--- src/verilog/status_led_pkg.sv ---
// constants for the status led and progress code display block
// assumes a single 40 MHz clock and an APB3 master with 32-bit data
// =====================================================================
// Operation
// Blink amber at about 1 Hz when any critical threshold is crossed, including the processor hot sensors.
// Blink amber on regulator hot, too few working fans, or a hard drive fault.
// Blink amber when the power redundancy sensor reports too few supplies installed.
// Blink amber when memory is neither spared nor mirrored and correctable errors pass their threshold.
// Show solid amber on catastrophic error, identity mismatch, first processor absent or thermal trip.
// Show solid amber on lost power good, lone module failure, unredundant uncorrectable error, trips, second error or 240VA fault.
// On a video memory test failure or two bad firmware images show solid amber and solid blue chassis id.
// Through a power-down keep running and hold the sensor state and status led state.
// If the led is solid green at power-down, turn it off.
// Boot firmware writes each routine's progress code as that routine begins.
// Show the progress code on eight leds, led 7 the most significant bit.
// Hold the last written progress code until the next write.
// Solid green when healthy and management is up; blink green at about 1 Hz when degraded.
// Solid amber beats blinking amber, which beats either green state.
package status_led_pkg;

  // =====================================================================
  // timing
  localparam int unsigned CLK_KHZ = 40000;
  localparam int unsigned BLINK_HALF_MS = 500;
  localparam int unsigned BLINK_HALF_CYCLES_DEF = BLINK_HALF_MS * CLK_KHZ;

  // =====================================================================
  // register byte offsets
  localparam logic [7:0] OFS_CTRL = 8'h00;
  localparam logic [7:0] OFS_SWFAULT = 8'h04;
  localparam logic [7:0] OFS_POST = 8'h08;
  localparam logic [7:0] OFS_ISTAT = 8'h0C;
  localparam logic [7:0] OFS_IMASK = 8'h10;
  localparam logic [7:0] OFS_LIVE = 8'h14;
  localparam logic [7:0] OFS_LEDSTATE = 8'h18;

  // =====================================================================
  // control bits
  localparam int CTRL_W = 4;
  localparam int CTRL_MGMT_READY = 0;
  localparam int CTRL_DEGRADED = 1;
  localparam int CTRL_MEM_SPARING = 2;
  localparam int CTRL_MEM_MIRROR = 3;

  // software-reported fault bits
  localparam int SWF_W = 7;
  localparam int SWF_PSU_SHORT = 0;
  localparam int SWF_CORR_THRESH = 1;
  localparam int SWF_LONE_DIMM = 2;
  localparam int SWF_UNCORR = 3;
  localparam int SWF_240VA = 4;
  localparam int SWF_VIDEO_MEM = 5;
  localparam int SWF_FW_IMAGES = 6;

  // interrupt status bits
  localparam int IRQ_W = 3;
  localparam int IRQ_SOLID = 0;
  localparam int IRQ_BLINK = 1;
  localparam int IRQ_PWR_DOWN = 2;

  // synchronised pin vector
  localparam int PIN_W = 14;
  localparam int PIN_CRIT_THRESH = 0;
  localparam int PIN_PROC_HOT = 1;
  localparam int PIN_REG_HOT = 2;
  localparam int PIN_FAN_MIN = 3;
  localparam int PIN_DRIVE = 4;
  localparam int PIN_CATASTROPHIC = 5;
  localparam int PIN_ID_MISMATCH = 6;
  localparam int PIN_CPU1_ABSENT = 7;
  localparam int PIN_THERM_TRIP = 8;
  localparam int PIN_POWER_GOOD = 9;
  localparam int PIN_DIMM_TRIP = 10;
  localparam int PIN_CHIPSET_TRIP = 11;
  localparam int PIN_SECOND_ERR = 12;
  localparam int PIN_DC_ON = 13;

  localparam int POST_W = 8;

  typedef enum logic [2:0] {
    ST_OFF = 3'b000,
    ST_GREEN = 3'b001,
    ST_GREEN_BLINK = 3'b010,
    ST_AMBER_BLINK = 3'b011,
    ST_AMBER = 3'b100
  } status_t;

endpackage : status_led_pkg

--- src/verilog/pin_sync_bank.sv ---
// two-stage synchroniser for a bank of asynchronous level inputs
// assumes the inputs are slow levels; a pulse shorter than one clock may be missed
`timescale 1ns/1ps
module pin_sync_bank #(
  parameter int WIDTH = 1
) (
  // clock and reset
  input wire logic clk_in,
  input wire logic rst_b_in,
  // levels
  input wire logic [WIDTH-1:0] async_in,
  output logic [WIDTH-1:0] sync_out
);

  genvar i;
  generate
    for (i = 0; i < WIDTH; i++) begin : g_bit
      logic meta_q;
      logic sync_q;
      always_ff @(posedge clk_in or negedge rst_b_in) begin
        if (!rst_b_in) begin
          meta_q <= 1'b0;
          sync_q <= 1'b0;
        end else begin
          meta_q <= async_in[i];
          sync_q <= meta_q;
        end
      end
      assign sync_out[i] = sync_q;
    end
  endgenerate

endmodule : pin_sync_bank

--- src/verilog/blink_timer.sv ---
// free-running square wave for led blinking
// assumes one clock; the phase flips every HALF_CYCLES clocks
`timescale 1ns/1ps
module blink_timer #(
  parameter int unsigned HALF_CYCLES = 20000000
) (
  // clock and reset
  input wire logic clk_in,
  input wire logic rst_b_in,
  // phase
  output logic phase_out
);

  localparam int CW = $clog2(HALF_CYCLES + 1);
  localparam logic [CW-1:0] LAST = CW'(HALF_CYCLES - 1);

  logic [CW-1:0] cnt_q, cnt_d;
  logic phase_q, phase_d;

  always_comb begin
    cnt_d = (cnt_q == LAST) ? '0 : cnt_q + 1'b1;
    phase_d = (cnt_q == LAST) ? ~phase_q : phase_q;
  end

  always_ff @(posedge clk_in or negedge rst_b_in) begin
    if (!rst_b_in) begin
      cnt_q <= '0;
      phase_q <= 1'b0;
    end else begin
      cnt_q <= cnt_d;
      phase_q <= phase_d;
    end
  end

  assign phase_out = phase_q;
endmodule : blink_timer

--- src/verilog/status_led_post_display.sv ---
// system status led, chassis id led and progress code leds with APB registers
// assumes fault pins are asynchronous levels and the block sits on standby power
`timescale 1ns/1ps
module status_led_post_display #(
  parameter int unsigned BLINK_HALF_CYCLES = status_led_pkg::BLINK_HALF_CYCLES_DEF
) (
  // clock and reset
  input wire logic mclk_in,
  input wire logic rst_b_in,
  // apb slave
  input wire logic psel_in,
  input wire logic penable_in,
  input wire logic pwrite_in,
  input wire logic [7:0] paddr_in,
  input wire logic [31:0] pwdata_in,
  output logic [31:0] prdata_out,
  output logic pready_out,
  output logic pslverr_out,
  // fault pins, active high except power good
  input wire logic crit_threshold_in,
  input wire logic processor_hot_sensor_in,
  input wire logic regulator_hot_in,
  input wire logic fans_below_min_in,
  input wire logic drive_fault_in,
  input wire logic processor_catastrophic_error_in,
  input wire logic processor_identity_mismatch_in,
  input wire logic cpu1_absent_in,
  input wire logic processor_thermal_trip_in,
  input wire logic power_good_in,
  input wire logic memory_thermal_trip_in,
  input wire logic chipset_thermal_trip_in,
  input wire logic processor_second_error_signal_in,
  input wire logic dc_power_on_in,
  // leds and interrupt
  output logic status_green_out,
  output logic status_amber_out,
  output logic chassis_id_blue_out,
  output logic [status_led_pkg::POST_W-1:0] post_leds_out,
  output logic irq_out
);
  import status_led_pkg::*;

  // =====================================================================
  // reset release
  logic rst_meta_q;
  logic rst_n;

  always_ff @(posedge mclk_in or negedge rst_b_in) begin
    if (!rst_b_in) begin
      rst_meta_q <= 1'b0;
      rst_n <= 1'b0;
    end else begin
      rst_meta_q <= 1'b1;
      rst_n <= rst_meta_q;
    end
  end

  // =====================================================================
  // pin synchronisers and blink source
  logic [PIN_W-1:0] pin_raw;
  logic [PIN_W-1:0] pin_s;
  logic blink_phase;

  assign pin_raw = {dc_power_on_in, processor_second_error_signal_in, chipset_thermal_trip_in,
                    memory_thermal_trip_in, power_good_in, processor_thermal_trip_in, cpu1_absent_in,
                    processor_identity_mismatch_in, processor_catastrophic_error_in, drive_fault_in,
                    fans_below_min_in, regulator_hot_in, processor_hot_sensor_in, crit_threshold_in};

  pin_sync_bank #(.WIDTH(PIN_W)) u_sync (
    .clk_in(mclk_in),
    .rst_b_in(rst_n),
    .async_in(pin_raw),
    .sync_out(pin_s)
  );

  blink_timer #(.HALF_CYCLES(BLINK_HALF_CYCLES)) u_blink (
    .clk_in(mclk_in),
    .rst_b_in(rst_n),
    .phase_out(blink_phase)
  );

  // =====================================================================
  // registers and state
  logic [CTRL_W-1:0] ctrl_q, ctrl_d;
  logic [SWF_W-1:0] swf_q, swf_d;
  logic [POST_W-1:0] post_q, post_d;
  logic [IRQ_W-1:0] istat_q, istat_d, imask_q, imask_d, events;
  logic [PIN_W-1:0] live_q, live_d;
  logic solid_prev_q, blink_prev_q, dc_prev_q;
  status_t state_q, state_d;
  logic green_q, green_d, amber_q, amber_d, blue_q, blue_d, irq_q, irq_d;
  logic pready_q, pready_d, pslverr_q, pslverr_d;
  logic [31:0] prdata_q, prdata_d;

  logic dc_on, non_redundant, blink_fault, solid_fault, id_fault;
  logic access, done, wr, mapped;
  logic [31:0] rdata;

  // =====================================================================
  // fault classification
  always_comb begin
    dc_on = pin_s[PIN_DC_ON];
    // sensor snapshot freezes while powered down
    live_d = dc_on ? pin_s : live_q;
    non_redundant = !ctrl_q[CTRL_MEM_SPARING] && !ctrl_q[CTRL_MEM_MIRROR];
    id_fault = swf_q[SWF_VIDEO_MEM] || swf_q[SWF_FW_IMAGES];
    blink_fault = live_q[PIN_CRIT_THRESH] || live_q[PIN_PROC_HOT]
                  || live_q[PIN_REG_HOT] || live_q[PIN_FAN_MIN] || live_q[PIN_DRIVE]
                  || swf_q[SWF_PSU_SHORT]
                  || (swf_q[SWF_CORR_THRESH] && non_redundant);
    solid_fault = live_q[PIN_CATASTROPHIC] || live_q[PIN_ID_MISMATCH]
                  || live_q[PIN_CPU1_ABSENT] || live_q[PIN_THERM_TRIP]
                  || (live_q[PIN_DC_ON] && !live_q[PIN_POWER_GOOD])
                  || live_q[PIN_DIMM_TRIP] || live_q[PIN_CHIPSET_TRIP] || live_q[PIN_SECOND_ERR]
                  || swf_q[SWF_LONE_DIMM] || (swf_q[SWF_UNCORR] && non_redundant)
                  || swf_q[SWF_240VA] || id_fault;
  end

  // =====================================================================
  // status led state
  always_comb begin
    state_d = state_q;
    if (dc_on) begin
      if (solid_fault) begin
        state_d = ST_AMBER;
      end else if (blink_fault) begin
        state_d = ST_AMBER_BLINK;
      end else if (ctrl_q[CTRL_DEGRADED]) begin
        state_d = ST_GREEN_BLINK;
      end else if (ctrl_q[CTRL_MGMT_READY]) begin
        state_d = ST_GREEN;
      end else begin
        state_d = ST_OFF;
      end
    end else if (state_q == ST_GREEN) begin
      state_d = ST_OFF;
    end
    // any other state is kept across the power-down, blink included
    green_d = (state_q == ST_GREEN) || ((state_q == ST_GREEN_BLINK) && blink_phase);
    amber_d = (state_q == ST_AMBER) || ((state_q == ST_AMBER_BLINK) && blink_phase);
    blue_d = id_fault;
  end

  // =====================================================================
  // apb slave: one wait state, answer on the second access cycle
  always_comb begin
    access = psel_in && penable_in;
    done = access && pready_q;
    wr = done && pwrite_in;
    mapped = 1'b1;
    rdata = 32'h0000_0000;
    case (paddr_in)
      OFS_CTRL: rdata[CTRL_W-1:0] = ctrl_q;
      OFS_SWFAULT: rdata[SWF_W-1:0] = swf_q;
      OFS_POST: rdata[POST_W-1:0] = post_q;
      OFS_ISTAT: rdata[IRQ_W-1:0] = istat_q;
      OFS_IMASK: rdata[IRQ_W-1:0] = imask_q;
      OFS_LIVE: rdata[PIN_W-1:0] = live_q;
      OFS_LEDSTATE: rdata[$bits(status_t)-1:0] = state_q;
      default: mapped = 1'b0;
    endcase
    pready_d = access && !pready_q;
    pslverr_d = access && !pready_q && !mapped;
    prdata_d = (access && !pready_q) ? rdata : prdata_q;

    ctrl_d = (wr && paddr_in == OFS_CTRL) ? pwdata_in[CTRL_W-1:0] : ctrl_q;
    swf_d = (wr && paddr_in == OFS_SWFAULT) ? pwdata_in[SWF_W-1:0] : swf_q;
    post_d = (wr && paddr_in == OFS_POST) ? pwdata_in[POST_W-1:0] : post_q;
    imask_d = (wr && paddr_in == OFS_IMASK) ? pwdata_in[IRQ_W-1:0] : imask_q;

    events = '0;
    events[IRQ_SOLID] = solid_fault && !solid_prev_q;
    events[IRQ_BLINK] = blink_fault && !blink_prev_q;
    events[IRQ_PWR_DOWN] = dc_prev_q && !dc_on;
    // a new event in the clearing cycle survives the clear
    istat_d = istat_q;
    if (wr && paddr_in == OFS_ISTAT) begin
      istat_d = istat_q & ~pwdata_in[IRQ_W-1:0];
    end
    istat_d = istat_d | events;
    irq_d = |(istat_q & imask_q);
  end

  // =====================================================================
  // registering
  always_ff @(posedge mclk_in or negedge rst_n) begin
    if (!rst_n) begin
      ctrl_q <= '0;
      swf_q <= '0;
      post_q <= '0;
      istat_q <= '0;
      imask_q <= '0;
      live_q <= '0;
      solid_prev_q <= 1'b0;
      blink_prev_q <= 1'b0;
      dc_prev_q <= 1'b0;
      state_q <= ST_OFF;
      green_q <= 1'b0;
      amber_q <= 1'b0;
      blue_q <= 1'b0;
      irq_q <= 1'b0;
      pready_q <= 1'b0;
      pslverr_q <= 1'b0;
      prdata_q <= 32'h0000_0000;
    end else begin
      ctrl_q <= ctrl_d;
      swf_q <= swf_d;
      post_q <= post_d;
      istat_q <= istat_d;
      imask_q <= imask_d;
      live_q <= live_d;
      solid_prev_q <= solid_fault;
      blink_prev_q <= blink_fault;
      dc_prev_q <= dc_on;
      state_q <= state_d;
      green_q <= green_d;
      amber_q <= amber_d;
      blue_q <= blue_d;
      irq_q <= irq_d;
      pready_q <= pready_d;
      pslverr_q <= pslverr_d;
      prdata_q <= prdata_d;
    end
  end

  // bit 7 of the code lands on led 7
  assign post_leds_out = post_q;
  assign status_green_out = green_q;
  assign status_amber_out = amber_q;
  assign chassis_id_blue_out = blue_q;
  assign irq_out = irq_q;
  assign pready_out = pready_q;
  assign pslverr_out = pslverr_q;
  assign prdata_out = prdata_q;

  logic post_wr;
  assign post_wr = wr && (paddr_in == OFS_POST);
endmodule : status_led_post_display

--- config.mk ---
export PLATFORM = sky130hd
export DESIGN_NAME = status_led_post_display
export DESIGN_NICKNAME = d
export VERILOG_FILES = /design/src/verilog/status_led_pkg.sv /design/src/verilog/pin_sync_bank.sv /design/src/verilog/blink_timer.sv /design/src/verilog/status_led_post_display.sv
export SDC_FILE = /design/constraint.sdc
export NUM_CORES = 1
export LEC_CHECK = 0
export ABC_CLOCK_PERIOD_IN_PS = 4200
export BUFFER_PORTS_ARGS = -buffer_cell sky130_fd_sc_hd__buf_4
export CORE_MARGIN = 2
export CORE_UTILIZATION = 46
export DETAILED_ROUTE_END_ITERATION = 7
export GPL_TIMING_DRIVEN = 0
export PLACE_DENSITY = 0.78
export SYNTH_ARGS = -nofsm -noshare
export SYNTH_HDL_FRONTEND = slang
export SYNTH_SLANG_ARGS = --single-unit
--- constraint.sdc ---
create_clock -name mclk_in -period 4.2 [get_ports mclk_in]
set_input_delay 0.42 -clock mclk_in [delete_from_list [all_inputs] [get_ports mclk_in]]
set_output_delay 0.42 -clock mclk_in [all_outputs]
set_load 0.03 [all_outputs]
==> results.cfg <==
[synthesis]
ys.flop_type = dfrtp_1
ys_warn_count = 0
synth_cells = 409
yosysSeqAreaShare_pct = 60.20
ys_types = 52
ys_ff_latch = 121
async_flop_share_pct = 100.0
netlist_area_sq_um = 5030
syn_area_per_cell_sq_um = 12.30
synth-edff-count = 0

[sta]
hold_viol = 0
setup_viol_count_final = 0
fin_ws_ns = 2.420
relSlewSlack_pct = 60.20
maxSlewViolCount = 0
rsz0062_at_grt = no
tightest_slew_ns = 0.5971
final.period_utilization_pct = 42.38
skew_ns = 0.006941
min_period_ns = 1.780
max_freq_mhz = 561.9

[drt]
drtPass1Iterations = 4
wl_per_cell_um = 15.38
vias = 3437
drc = 0
routed_wl_um = 10380
drtIter0Drc = 151
ant_nets = 0
viasPerCell = 5.092

[layout]
multi_input_area_sq_um = 1834
antenna_cells = 0
final_cells = 675
seq_area_sq_um = 3032
syn_to_final_growth_pct = 28.23
drive_gt1_share_pct = 30.09
num-fill-cells = 870
nNetsFinal = 582

[cts]
cts.path.max_buffers = 2
numCtsBuffers = 17
cts_tree = done
post_cts_buffers = 0
cts_num_sinks = 121
cts_resized = 0
cts_root_buffer = clkbuf_8
clk_pin_slew_ns = 0.06
ctsHoldBuffers = 15
clk_latency_ns = 0.52
cts_max_level = 4

[global_route]
overflow = 0
first_global_vias = 3476
grt_pass1_wl_um = 17000
grt.total_usage_pct = 19.19
antenna_found_initial = 0
grt_max_degree = 76

[floorplan]
rows = 38
fp.dieW_um = 108.6
dieArea_sq_um = 11790
fp.coreArea_sq_um = 10750
die_h_um = 108.6
boundaryPins = 105
start_util_pct = 46.81

[setup_path]
critical_path_class = reg2reg
arrival_ns = 2.18
cp.required_ns = 4.60
crit_path_end_kind = register
critPathMaxFanout = 7
cp-start-kind = register

[power_and_ir_drop]
ir_drop_mv = 0.2529
power_leakage_nw = 3.047
p_per_area_nw_per_um2 = 417.9

[placed_design]
hpwl_um = 7181
dp.cells = 628
portBuffers = 61
place_congestion = 0.8733
pre_cts_slack_ns = 2.188

[hold_path]
holdCritPathClass = in2reg

[job]
maxCapViolCount = 0

[run_status]
outcome = finished clean
critical path, cell delays in order, from the launching register on:
cell     delay (ns)
dfrtp_1        0.36
and4_1         0.28
nand2_1        0.18
nor3b_4        0.45
mux2_2         0.39
cells in the final DEF (no fill, tap or decap), drive strengths merged, types with 10 or more instances in the layout:
| master | count |
|---|---|
| xnor2 | 15 |
| clkbuf | 29 |
| nor2 | 27 |
| dlygate4sd3 | 15 |
| buf | 90 |
| a21oi | 10 |
| nand2 | 36 |
| mux2 | 35 |
| dfrtp | 121 |
| nand4 | 12 |
| o21ai | 16 |
| conb | 19 |
registers in the layout, indices dropped and copies added (netlist names):
signal               flops
pslverr_out              1
u_sync.g_bit.meta_q     14
post_leds_out            8
chassis_id_blue_out      1
dc_prev_q                1
status_amber_out         1
state_q                  3
istat_q                  3
blink_prev_q             1
swf_q                    7
u_blink.phase_out        1
u_blink.cnt_q           25
imask_q                  3
rst_meta_q               1
ctrl_q                   4
live_q                  14
irq_out                  1
prdata_out              14
pready_out               1
rst_n                    1
solid_prev_q             1
u_sync.g_bit.sync_q     14
status_green_out         1
through the flow:
stage | util (%) | total power [W] | TNS [ns] | hold WS, ns | cell area (sq um)
after CTS | 60.03 | 0.002721 | 0 | 0.09783 | 6450
after global routing | 60.03 | 0.002791 | 0 | 0.1146 | 6450
final | 60.03 | 0.002696 | 0 | 0.1206 | 6450
after detailed placement | 53.59 | 0.001392 | 0 | 0.2043 | 5758
after global placement | 53.30 | 0.001383 | -51.91 | 0.2029 | 5727
after floorplan | - | 0.001331 | 0 | 0.1244 | 5094
synth_stat cells (2+ instances only):
master    count  share of area [%]
dfrtp_1     121                 60
mux2i_1       6                1.2
a31oi_1       2               0.25
nand4b_1      2               0.35
nor4_1        4               0.50
nand3_1       9               0.90
o211ai_1      5               0.75
buf_2         8               0.80
and4_1        4               0.70
nor4_4        2               0.85
nor3_1        6               0.60
inv_1         8               0.60
a22oi_1       4               0.60
nand4_1      11                1.4
clkbuf_1      4               0.30
a22o_1        8                1.4
o21ai_0      14                1.4
nor2_2        2               0.25
conb_1        2               0.15
xnor2_1      15                2.6
o21ai_1       2               0.20
and2_1        5               0.62
mux2_1        3               0.67
xor2_1        8                1.4
nor4b_1       3               0.52
a21oi_1      10                1.0
buf_4        19                2.8
or2_2         2               0.25
nor2_1       25                1.9
nand2_1      35                2.6
mux2_2       32                7.2
nor2b_1       5               0.62
and3_1        4               0.50
where the power goes:
group	leakage [nW]	internal (W)	switching [W]
Combinational	1.25	0.0000701	0.0000848
Clock	0.258	0.000827	0.000484
Sequential	1.54	0.00120	0.0000303
Total	3.05	0.00210	0.000599
final cells by class:
class	count	share of cell area (%)
flip-flops and latches	121	47.00
multi-input cells	265	28.44
well taps	140	2.716
clock inverters	7	1.048
inverters	8	0.4656
clock buffers	25	7.352
repair buffers	77	9.855
plain buffers	32	3.123
metal layers:
metal,routed length [um],vias to the layer above,GRT usage (%),share of wire [%]
li1,-,1628,-,-
met1,4524,1692,24.66,44
met2,5106,103,30.36,49
met3,586,14,5.546,5.6
met4,163,0,8.333,1.6
met5,0,-,0,0
worst paths after layout:
check	from	endpoint	slack (ns)	depth (start not counted)
min	pwdata_in[7]	post_leds_out[7]$_DFFE_PN0P_	0.12	2
min in group asynchronous	rst_b_in	rst_n$_DFF_PN0_	0.22	2
min reg2reg	rst_n$_DFF_PN0_	u_sync.g_bit[3].sync_q$_DFF_PN0_	0.34	0
max in group asynchronous	rst_n$_DFF_PN0_	prdata_out[2]$_DFFE_PN0P_	3.11	1
max reg2reg	pready_out$_DFF_PN0_	swf_q[3]$_DFFE_PN0P_	2.42	4
max	pready_out$_DFF_PN0_	swf_q[3]$_DFFE_PN0P_	2.42	4
cells by family (layout without fill, tap and decap cells):
| logic type | Yosys count | after routing | synth area share (%) |
|---|---|---|---|
| xor+xnor | 23 | 23 | 4.005 |
| mux | 41 | 41 | 9.030 |
| compound gates | 51 | 51 | 6.991 |
| flops | 121 | 121 | 60.20 |
| other cells | 2 | 19 | 0.1493 |
| buf+inv | 40 | 149 | 4.602 |
| simple gates | 130 | 130 | 14.78 |
| fa+ha+maj | 1 | 1 | 0.2487 |
Power figures use the tool's default switching activity.
